$ cat src/design/wake_timer_pkg.sv
package wake_timer_pkg;

   // register word offsets (byte addresses)
   localparam logic [3:0]  CTRL_OFS       = 4'h0;
   localparam logic [3:0]  STAT_OFS       = 4'h4;

   // control register field layout
   localparam int          SET_LSB        = 0;
   localparam int          SET_W          = 8;
   localparam int          SD_BIT         = 8;
   localparam int          DLY_LSB        = 9;
   localparam int          DLY_W          = 2;
   localparam int          WAKE_BIT       = 11;
   localparam int          CTRL_W         = 16;
   localparam logic [15:0] CTRL_RESET     = 16'h0000;
   localparam logic [15:0] CTRL_MASK      = 16'h0fff;

   // status register field layout
   localparam int          STAT_RUN_BIT   = 0;
   localparam int          STAT_OFF_BIT   = 1;
   localparam int          STAT_WAIT_BIT  = 2;
   localparam int          STAT_LDO_BIT   = 3;
   localparam int          STAT_CNT_LSB   = 16;

   // countdown width in quarter seconds (243 s = 972 quarters)
   localparam int          CNT_W          = 10;
   localparam int          DLY_CNT_W      = 5;

   // time base
   localparam int          CLK_HZ         = 40_000_000;
   localparam int          QUARTER_MS     = 250;
   localparam int          QUARTER_CYCLES = CLK_HZ / 1000 * QUARTER_MS;

   // timeout encoding: fine steps up to 16, then one-second steps
   localparam logic [7:0]  FINE_LIMIT     = 8'h10;
   localparam logic [7:0]  COARSE_BASE    = 8'h0c;

   // shutdown delay in quarter seconds per select code
   localparam logic [4:0]  DLY_Q0         = 5'h00;
   localparam logic [4:0]  DLY_Q1         = 5'h01;
   localparam logic [4:0]  DLY_Q2         = 5'h04;
   localparam logic [4:0]  DLY_Q3         = 5'h10;

   // sequence states
   typedef enum logic [3:0] {
      ST_IDLE     = 4'b0001,
      ST_RUN      = 4'b0010,
      ST_WAIT_OFF = 4'b0100,
      ST_OFF      = 4'b1000
   } state_t;

endpackage

$ cat src/design/regulator_sleep_wake_timer.sv
// Overview of operation
// - settings 1-16 give setting times 250 ms
// - settings 17-255 use one-second steps, 5..243 s
// - setting zero disables the timer entirely
// - non-zero setting write starts the timer
// - off-on-start bit switches regulator off after delay
// - expiry restores regulator per control setting
// - delay select 0/250ms/1s/4s before switching off
// - alarm wake re-enables regulator early when enabled
// - wake, delay and off-on-start bits reset zero
//
// The Avalon-MM register port and the address map were chosen for this implementation.
module regulator_sleep_wake_timer
   import wake_timer_pkg::*;
#(
   parameter int unsigned TICK_CYCLES = QUARTER_CYCLES,
   parameter int unsigned ALARM_W     = 16
) (
   // clock and reset
   input  wire logic                clk,
   input  wire logic                rst_b,
   // avalon-mm slave
   input  wire logic [3:0]          address,
   input  wire logic                read,
   input  wire logic                write,
   input  wire logic [31:0]         writedata,
   input  wire logic [3:0]          byteenable,
   output logic      [31:0]         readdata,
   output logic                     waitrequest,
   // device side
   input  wire logic [ALARM_W-1:0]  alarm_flags,
   input  wire logic                ldo_control_setting,
   output logic                     switched_ldo_output
);
   import wake_timer_pkg::*;

   // bus handshake state
   logic              ack_q;       // answer cycle flag
   logic              ack_d;
   logic [31:0]       rdata_q;     // registered read data
   logic [31:0]       rdata_d;
   logic              req;         // any request pending
   logic              wr_take;     // write taken this edge
   logic              ctrl_wr;     // write to control word
   logic              set_wr;      // setting byte written

   // control register and merged write value
   logic [CTRL_W-1:0] ctrl_q;
   logic [CTRL_W-1:0] ctrl_d;
   logic [CTRL_W-1:0] ctrl_new;

   // sequence state
   state_t            state_q;
   state_t            state_d;
   logic [CNT_W-1:0]  count_q;     // quarters left to expiry
   logic [CNT_W-1:0]  count_d;
   logic [DLY_CNT_W-1:0] dly_q;   // quarters left to switch-off
   logic [DLY_CNT_W-1:0] dly_d;
   logic              ldo_on_q;    // regulator enable
   logic              ldo_on_d;

   // helpers
   logic              tick;        // quarter-second pulse
   logic              restart;     // realign time base
   logic [CNT_W-1:0]  new_quarters;
   logic [DLY_CNT_W-1:0] new_dly;
   logic              expire;      // countdown reaches zero
   logic              alarm_wake;  // early wake request
   logic              new_sd;
   logic [SET_W-1:0]  new_set;

   // bus request decode
   assign req         = read | write;
   assign waitrequest = req & ~ack_q;
   assign wr_take     = write & ack_q;
   assign ctrl_wr     = wr_take & (address == CTRL_OFS);
   assign set_wr      = ctrl_wr & byteenable[0];

   // merge written lanes into control word
   always_comb begin
      ctrl_new = ctrl_q;
      if (byteenable[0]) begin
         ctrl_new[7:0] = writedata[7:0];
      end
      if (byteenable[1]) begin
         ctrl_new[15:8] = writedata[15:8];
      end
      ctrl_new = ctrl_new & CTRL_MASK;
   end

   assign new_set = ctrl_new[SET_LSB +: SET_W];
   assign new_sd  = ctrl_new[SD_BIT];

   // slow time base, realigned on each start
   quarter_tick #(
      .CYCLES (TICK_CYCLES)
   ) u_tick (
      .clk     (clk),
      .rst_b   (rst_b),
      .restart (restart),
      .tick    (tick)
   );

   // setting to quarter counts
   // fine and coarse steps decoded
   timeout_decode u_decode (
      .setting  (new_set),
      .quarters (new_quarters)
   );

   // delay select decode
   // delay table
   always_comb begin
      unique case (ctrl_new[DLY_LSB +: DLY_W])
         2'h0:    new_dly = DLY_Q0;
         2'h1:    new_dly = DLY_Q1;
         2'h2:    new_dly = DLY_Q2;
         default: new_dly = DLY_Q3;
      endcase
   end

   assign expire     = tick & (count_q == CNT_W'(1));
   assign alarm_wake = ctrl_q[WAKE_BIT] & ctrl_q[SD_BIT]
                     & (|alarm_flags);
   assign restart    = set_wr & (new_set != 8'h00);

   // bus next values: one wait cycle, then answer
   always_comb begin
      ack_d   = req & ~ack_q;
      rdata_d = rdata_q;
      ctrl_d  = ctrl_q;
      if (req && !ack_q && read) begin
         rdata_d = 32'h0000_0000;
         if (address == CTRL_OFS) begin
            rdata_d[CTRL_W-1:0] = ctrl_q;
         end else if (address == STAT_OFS) begin
            rdata_d[STAT_RUN_BIT]  = (state_q != ST_IDLE);
            rdata_d[STAT_OFF_BIT]  = (state_q == ST_OFF);
            rdata_d[STAT_WAIT_BIT] = (state_q == ST_WAIT_OFF);
            rdata_d[STAT_LDO_BIT]  = ldo_on_q;
            rdata_d[STAT_CNT_LSB +: CNT_W] = count_q;
         end
      end
      if (ctrl_wr) begin
         ctrl_d = ctrl_new;
      end
   end

   // bus registers
   always_ff @(posedge clk) begin
      if (!rst_b) begin
         ack_q   <= 1'b0;
         rdata_q <= 32'h0000_0000;
         ctrl_q  <= CTRL_RESET;
      end else begin
         ack_q   <= ack_d;
         rdata_q <= rdata_d;
         ctrl_q  <= ctrl_d;
      end
   end

   assign readdata = rdata_q;

   // sequence next values
   always_comb begin
      state_d = state_q;
      count_d = count_q;
      dly_d   = dly_q;
      // countdown while running
      if (tick && state_q != ST_IDLE && count_q != '0) begin
         count_d = count_q - CNT_W'(1);
      end
      if (set_wr) begin
         if (new_set == 8'h00) begin
            state_d = ST_IDLE;
            count_d = '0;
            dly_d   = '0;
         end else begin
            count_d = new_quarters;
            dly_d   = new_dly;
            if (!new_sd) begin
               state_d = ST_RUN;
            end else if (ldo_on_q && new_dly != DLY_Q0) begin
               state_d = ST_WAIT_OFF;
            end else begin
               state_d = ST_OFF;
            end
         end
      end else begin
         unique case (state_q)
            ST_IDLE: begin
               // nothing running
               state_d = ST_IDLE;
            end
            ST_RUN: begin
               // plain countdown
               if (expire) begin
                  state_d = ST_IDLE;
               end
            end
            ST_WAIT_OFF: begin
               // delay runs beside the timeout
               if (tick && dly_q != '0) begin
                  dly_d = dly_q - DLY_CNT_W'(1);
               end
               if (expire || alarm_wake) begin
                  state_d = ST_IDLE;
               end else if (tick && dly_q == DLY_CNT_W'(1)) begin
                  state_d = ST_OFF;
               end
            end
            ST_OFF: begin
               if (expire || alarm_wake) begin
                  state_d = ST_IDLE;
               end
            end
            default: begin
               // illegal code recovers to idle
               state_d = ST_IDLE;
               count_d = '0;
               dly_d   = '0;
            end
         endcase
      end
      // regulator follows its control setting unless off
      ldo_on_d = (state_d != ST_OFF) & ldo_control_setting;
   end

   // sequence registers
   always_ff @(posedge clk) begin
      if (!rst_b) begin
         state_q  <= ST_IDLE;
         count_q  <= '0;
         dly_q    <= '0;
         ldo_on_q <= 1'b0;
      end else begin
         state_q  <= state_d;
         count_q  <= count_d;
         dly_q    <= dly_d;
         ldo_on_q <= ldo_on_d;
      end
   end

   assign switched_ldo_output = ldo_on_q;
endmodule

$ cat src/design/quarter_tick.sv
// free divider giving one pulse per quarter second, restartable
module quarter_tick #(
   parameter int unsigned CYCLES = 10
) (
   // clock and reset
   input  wire logic clk,
   input  wire logic rst_b,
   // control
   input  wire logic restart,
   // one-cycle pulse per period
   output logic      tick
);
   localparam int W = $clog2(CYCLES) + 1;
   localparam logic [W-1:0] LAST = W'(CYCLES - 1);

   logic [W-1:0] cnt_q;  // cycles into the period
   logic [W-1:0] cnt_d;
   logic         tick_q; // registered pulse
   logic         tick_d;

   // next count: restart aligns a full first period
   always_comb begin
      tick_d = 1'b0;
      if (restart) begin
         cnt_d = '0;
      end else if (cnt_q == LAST) begin
         cnt_d  = '0;
         tick_d = 1'b1;
      end else begin
         cnt_d = cnt_q + W'(1);
      end
   end

   // registers
   always_ff @(posedge clk) begin
      if (!rst_b) begin
         cnt_q  <= '0;
         tick_q <= 1'b0;
      end else begin
         cnt_q  <= cnt_d;
         tick_q <= tick_d;
      end
   end

   assign tick = tick_q;
endmodule

$ cat src/design/timeout_decode.sv
// maps the 8-bit timeout setting to quarter-second counts
module timeout_decode (
   // setting in
   input  wire logic [wake_timer_pkg::SET_W-1:0] setting,
   // length in quarter seconds
   output logic      [wake_timer_pkg::CNT_W-1:0] quarters
);
   import wake_timer_pkg::*;

   // two-segment decode of the setting
   always_comb begin
      if (setting <= FINE_LIMIT) begin
         quarters = {2'b00, setting};
      end else begin
         // one-second steps, 17 -> 5 s
         quarters = {setting - COARSE_BASE, 2'b00};
      end
   end
endmodule

$ cat config.mk
export PLATFORM = sky130hd
export DESIGN_NAME = regulator_sleep_wake_timer
export DESIGN_NICKNAME = d
export VERILOG_FILES = /design/src/design/wake_timer_pkg.sv /design/src/design/regulator_sleep_wake_timer.sv /design/src/design/quarter_tick.sv /design/src/design/timeout_decode.sv
export SDC_FILE = /design/constraint.sdc
export NUM_CORES = 1
export LEC_CHECK = 0
export BUFFER_PORTS_ARGS = -buffer_cell sky130_fd_sc_hd__buf_4
export CORE_MARGIN = 5
export CORE_UTILIZATION = 55
export CTS_CLUSTER_DIAMETER = 200
export DETAILED_ROUTE_END_ITERATION = 8
export PLACE_DENSITY = 0.84
export SKIP_LAST_GASP = 1
export SYNTH_ARGS = -nofsm -noshare
export SYNTH_HDL_FRONTEND = slang
export SYNTH_SLANG_ARGS = --single-unit
$ cat constraint.sdc
create_clock -name clk -period 3 [get_ports clk]
set_clock_uncertainty 0.2 [all_clocks]
set_input_delay 0.3 -clock clk [delete_from_list [all_inputs] [get_ports clk]]
set_output_delay 0.3 -clock clk [all_outputs]
set_load 0.01 [all_outputs]
After elaboration in Yosys (flattened, before gate mapping)
Cells that the tools add are included.
Cells by class
  $add $sub $neg: 4
  order comparisons: 1
  equal/unequal tests: 15
  mux-type cells: 27
  bitwise gates (word level): 12
  reductions and logical operators: 23
Operator list (number)
  $mux W10: 7
  $mux W4: 10
  $add A25 B1 Y25 const B: 1
  $eq A25 B24 Y1 const B: 1
  $mux W8: 2
  $reduce_or A16 Y1: 1
  $mux W5: 3
  $pmux W5 S3: 1
  $pmux W4 S3: 1
  $eq A10 B1 Y1 const B: 1
  $pmux W5 S2: 1
  $reduce_bool A10 Y1: 1
  $reduce_bool A5 Y1: 2
  $sub A10 B1 Y10 const B: 1
  $and A1 B1 Y1: 9
  $eq A4 B3 Y1 const B: 2
  $le A8 B5 Y1 const B: 1
  $logic_not A8 Y1: 1
  $reduce_bool A8 Y1: 1
  $sub A8 B4 Y8 const B: 1
  $logic_and A1 B1 Y1: 7
  $reduce_or A3 Y1: 2
  $eq A5 B1 Y1 const B: 1
  $sub A5 B1 Y5 const B: 1
  other kinds (21): 23
Storage, ports and cells
  register bits after elaboration: 85
  output and inout port bits: 34
  logic and storage cells: 92

Longest topological paths before layout
  word-level depth: 11
  mapped depth: 8
  gate-level depth less buffers: 7

Modules after synthesis
Synthesis repeated with hierarchy kept, for this count alone.
Unflattened totals
  cell total of the unflattened synthesis: 517
  area, all modules: 4404.2 um2
Modules (own cells, without submodules)
  regulator_sleep_wake_timer: times used 1, cells an instance 348, area each 2955.3 um2, sequential area each 1101.1 um2
  quarter_tick: times used 1, cells an instance 142, area each 1255.0 um2, sequential area each 520.5 um2
  timeout_decode: times used 1, cells an instance 27, area each 193.9 um2, sequential area each 0.0 um2

Least setup slack after synthesis
OpenSTA, ideal clock, no wires.
  kind: input-to-reg
  start point: input port byteenable[0]
  end point: register count_q[9]
  arrival: 2.126 ns
  path slack: 0.554 ns
  stages on the path: 8
  cells stage by stage: buf_6 mux2i_1 ha_1 or3b_2 a21boi_0 nand2b_1 nor3_1 o31a_1
On the way
  word-level cells in the longest chain between the ends: 5
  elaborated cells between the ends (all ways): 9
  those cells by class: add/sub: 1; order compare: 1; eq/ne: 1; mux: 4; bitwise: 1; reduce/logical: 1
RTL lines
  from (decl): RTL line regulator_sleep_wake_timer.sv:27  | input wire logic [3:0] byteenable,
  $mux W8: RTL line regulator_sleep_wake_timer.sv:82  | if (byteenable[0]) begin
  $sub A8 B4 Y8 or $le A8 B5 Y1 (tied branches): RTL line timeout_decode.sv:16, timeout_decode.sv:12
  $mux W10: RTL line timeout_decode.sv:12  | if (setting <= FINE_LIMIT) begin
  $mux W10: RTL line regulator_sleep_wake_timer.sv:174  | if (new_set == 8'h00) begin
  $mux W10: RTL line regulator_sleep_wake_timer.sv:173  | if (set_wr) begin
  to (signal assigned): RTL line regulator_sleep_wake_timer.sv:238  | count_q <= count_d;
  to (decl): RTL line regulator_sleep_wake_timer.sv:55  | logic [CNT_W-1:0] count_q;
Several ways; a longest one is shown, not always the timed one.
A chain may end at the register's enable or synchronous reset.

Worst setup path in the final report
  start point: register ctrl_q[3]
  end point: register count_q[2]
On the way
  word-level cells in the longest chain between the ends: 5
  elaborated cells between the ends (all ways): 6
  those cells by class: order compare: 1; mux: 4; reduce/logical: 1
RTL lines
  from (decl): RTL line regulator_sleep_wake_timer.sv:48  | logic [CTRL_W-1:0] ctrl_q;
  from (signal assigned): RTL line regulator_sleep_wake_timer.sv:158  | ctrl_q <= ctrl_d;
  $mux W8 (*): RTL line regulator_sleep_wake_timer.sv:82
  $le A8 B5 Y1: RTL line timeout_decode.sv:12
  $mux W10: RTL line timeout_decode.sv:12
  $mux W10 (*): RTL line regulator_sleep_wake_timer.sv:174
  $mux W10 (*): RTL line regulator_sleep_wake_timer.sv:173
Mark *: on every way between the ends. The rest lies on a longest branch, timed or not.

==> impl_table.tex <==
\begin{tabular}{lr}
\hline
Metric & Value \\
\hline
\multicolumn{2}{l}{\textbf{Timing}} \\
Slew Limit Fails & 0 \\
Period utilization & 83.7\% \\
Unrepaired setup endpoints after global routing & no \\
Summed negative setup slack over all endpoints & 0 ps \\
Worst rel slew slack & 40.4\% \\
Slew of the pin with the lowest slew margin & 893 ps \\
Final min period & 2510 ps \\
Max Clock Freq & 398 MHz \\
Min setup slack post-route & 488 ps \\
Final-report hold violation count & 0 \\
Setup violators final & 0 \\
\multicolumn{2}{l}{\textbf{Yosys}} \\
Count of flip-flops with a built-in enable after synthesis & 0 \\
Main combinational cell family by area after synthesis & simple AND/OR/NAND/NOR gates \\
Simple-gate share of the synthesized area & 27.7\% \\
Synthesized instance count & 511 \\
Flip-flop cell with the highest count after synthesis & dfxtp\_1 \\
Netlist area before placement & 4340 um\^{}2 \\
Mean instance size in the synthesized netlist & 8.49 um\^{}2 \\
Post-Synth Adder-Cell Area & 2.60\% \\
Library cells used by synthesis & 74 \\
Xor/xnor cell area share of the yosys netlist & 6.06\% \\
Synth top area share & 37.4\% \\
Dominant cells by area after synthesis & dfxtp\_1 (37\%), nor2\_1 (6.7\%), xnor2\_1 (3.6\%), nand2\_1 (3.4\%), a22oi\_1 (3.1\%) \\
Share of flip-flops with an asynchronous set or reset & 0\% \\
Share of synthesized area spent on multiplexers & 2.57\% \\
Top cell type by total area after synthesis & dfxtp\_1 \\
Share of the synthesized area in compound gates (AO/OA/AOI/OAI) & 16.4\% \\
Portion of the post-synthesis area used by sequential elements & 37.4\% \\
Count of synthesis-stage warnings from yosys & 0 \\
Flops \& latches, synth & 81 \\
\multicolumn{2}{l}{\textbf{Power}} \\
Leakage power & 0.00197 uW \\
Worst VDD drop & 0.229 mV \\
Power per cell area & 427 nW/um\^{}2 \\
PnR Total Power & 2150 uW \\
\multicolumn{2}{l}{\textbf{Floorplan}} \\
Die Span X & 98.8 um \\
Overall die height & 98.8 um \\
Initial core utilization & 56.4\% \\
Standard cell core area & 7690 um\^{}2 \\
Die Area & 9770 um\^{}2 \\
Number of I/O pins & 95 \\
Placement Rows & 32 \\
\multicolumn{2}{l}{\textbf{Global routing}} \\
Maximum number of pins on one net before global-route repair & 25 \\
Via count of the first global-routing pass & 3,697 \\
GRT Util Overall & 21.7\% \\
Number of antenna violations at the first check in global routing & 0 \\
First-pass GRT wire length & 17.7 mm \\
Remaining global-route overflow & 0 \\
\multicolumn{2}{l}{\textbf{Finish}} \\
Area growth from synthesis to layout & 16.1\% \\
Final Instance Area & 5040 um\^{}2 \\
Final core utilization & 65.6\% \\
Filler cells & 635 \\
Fraction of layout cells with a size suffix above 1 & 18.3\% \\
Final layout net count & 641 \\
Antenna cell count & 0 \\
\multicolumn{2}{l}{\textbf{Setup path}} \\
CP arrival & 2610 ps \\
Type of element launching the critical path & flop \\
Cell at the slowest stage of the critical path & a222oi\_1 \\
Crit Path Max Fanout & 5 \\
Number of buffer and inverter instances along the worst setup path & 0 \\
CP required & 3100 ps \\
Slowest stage delay, CP & 500 ps \\
Type of the worst setup path & reg2reg \\
Series of cell instances along the critical path & mux2i\_1, ha\_1, or3b\_2, a222oi\_1, nand4\_1, o211ai\_1, o2111a\_1 \\
Timing startpoint of the critical path & ctrl\_q[3] \\
Cell family contributing the most delay on the critical path & compound AO/OA/AOI/OAI gates \\
Beginning of the worst register-to-register path & ctrl\_q[3] \\
CP Capture Type & flop \\
Slack of the worst reg-to-reg path & 490 ps \\
\multicolumn{2}{l}{\textbf{Clock tree}} \\
Num Clock Sinks & 81 \\
Root Buffer Master & clkbuf\_8 \\
Number of buffers on the longest clock path & 2 \\
Hold buffer count at cts & 3 \\
Post-CTS Resized & 0 \\
Htree depth & 3 \\
Number of buffers added by the clock tree synthesis step & 9 \\
Setup Buffers After CTS & 0 \\
CTS tree & done \\
CTS clock-pin slew for the worst setup and hold paths & 80 ps \\
Worst-Skew Late Latency & 350 ps \\
\multicolumn{2}{l}{\textbf{Flow run}} \\
Maximum Capacitance Violations & 0 \\
\multicolumn{2}{l}{\textbf{Placed design}} \\
Area after DPL & 4790 um\^{}2 \\
DP HPWL & 7.87 mm \\
GP Congestion & 0.879 \\
\# port buffers & 62 \\
Minimum setup slack after placement & 252 ps \\
\multicolumn{2}{l}{\textbf{Drt}} \\
Post-detailed-route wirelength per cell & 15.7 um \\
Aggregate routed wire length & 10.6 mm \\
Length of the first detailed-routing pass in iterations & 5 \\
Post-detailed-route via-to-cell ratio & 5.81 \\
DRT antenna net count & 0 \\
Via count & 3,933 \\
First DRT Iteration DRCs & 309 \\
DR DRC count & 0 \\
\multicolumn{2}{l}{\textbf{Run status}} \\
Status & complete, no violations \\
\multicolumn{2}{l}{\textbf{Min path}} \\
Worst Min Path Start & writedata[7] \\
Hold WC Path Type & in2reg \\
\hline
\end{tabular}
## cell type report
type	instances	area (um^2)	share of cell area [%]
well taps	102	128	2.53
clock buffers	11	141	2.81
clock inverters	4	76.3	1.51
multi-input cells	385	2440	48.4
inverters	21	78.8	1.56
flip-flops and latches	81	1620	32.2
repair buffers	73	556	11.0
## Yosys cell counts, drive strengths merged (3+ instances only)
| cell type | n |
|---|---|
| nand4 | 11 |
| nand3 | 18 |
| xnor2 | 18 |
| nor2b | 3 |
| nor4b | 5 |
| ha | 9 |
| and4 | 4 |
| clkbuf | 18 |
| and3 | 9 |
| inv | 20 |
| o221a | 3 |
| a31oi | 7 |
| nor2 | 78 |
| nor3b | 4 |
| a211oi | 6 |
| nand3b | 4 |
| and2 | 8 |
| o211ai | 3 |
| nor3 | 22 |
| or3 | 4 |
| or3b | 3 |
| a32o | 3 |
| a22oi | 18 |
| buf | 15 |
| a21oi | 18 |
| xor2 | 12 |
| o21a | 4 |
| or4b | 3 |
| mux2i | 10 |
| nand2b | 3 |
| o21ai | 5 |
| dfxtp | 81 |
| nor4 | 9 |
| nand2 | 39 |
## worst reg2reg max path, delay by kind of cell (launching register included)
kind,cells,cell delay [ps]
adders and majority gates,1,260
DFF,1,340
muxes,1,190
and+or+nand+nor,2,650
AOI/OAI and AO/OA,3,820
## layout by cell type, fill, tap and decap left out, types with 5 or more instances in the layout
master / synthesis / final
dfxtp_1: 81 / 81
nor2_1: 78 / 78
buf_4: 10 / 70
nand2_1: 39 / 39
inv_1: 20 / 20
nor3_1: 20 / 20
xnor2_1: 18 / 18
a22oi_1: 18 / 18
nand3_1: 17 / 17
a21oi_1: 17 / 17
xor2_1: 12 / 12
nand4_1: 11 / 11
mux2i_1: 10 / 10
conb_1: 1 / 10
clkbuf_8: 5 / 10
ha_1: 9 / 9
nor4_1: 8 / 8
and3_1: 8 / 8
and2_1: 7 / 7
a211oi_1: 6 / 6
a31oi_1: 6 / 6
o21ai_0: 5 / 5
## flip-flops by register name, summed over array words and instances (netlist names)
signal               cells
readdata                22
u_tick.cnt_q            25
ctrl_q                  12
count_q                 10
state_q                  4
switched_ldo_output      1
u_tick.tick              1
dly_q                    5
ack_q                    1
## metal layers
metal,GRT usage (%),up-vias,wire length [um]
met3,4.39,12,784
met4,7.04,0,140
met2,34.2,122,4840
met1,29.7,1859,4850
met5,0,-,0
li1,-,1940,-
## through the flow
step           instances  hold slack, ps
5_1_grt              677            26.3
6_report             677            25.7
3_5_place_dp         659             247
2_1_floorplan        520             213
3_3_place_gp         659             224
4_1_cts              677            10.7
## cell families (layout without fill, tap and decap cells)
logic type / after synthesis / in the layout
fa+ha+maj: 9 / 9
simple gates: 231 / 231
compound gates: 94 / 94
buf+inv: 54 / 109
mux: 11 / 11
xor+xnor: 30 / 30
other cells: 1 / 10
flops: 81 / 81
## power by group
part	switching, uW	internal [uW]
Combinational	101	81.0
Clock	391	490
Sequential	7.78	1080
## path summary, 6_finish.rpt
check,end,cells after the start
worst min register to register,u_tick.cnt_q[0],1
worst min-delay path,ctrl_q[7],3
worst max register to register,count_q[2],7
worst max-delay path,count_q[2],7
(Power assumes the default switching activity.)
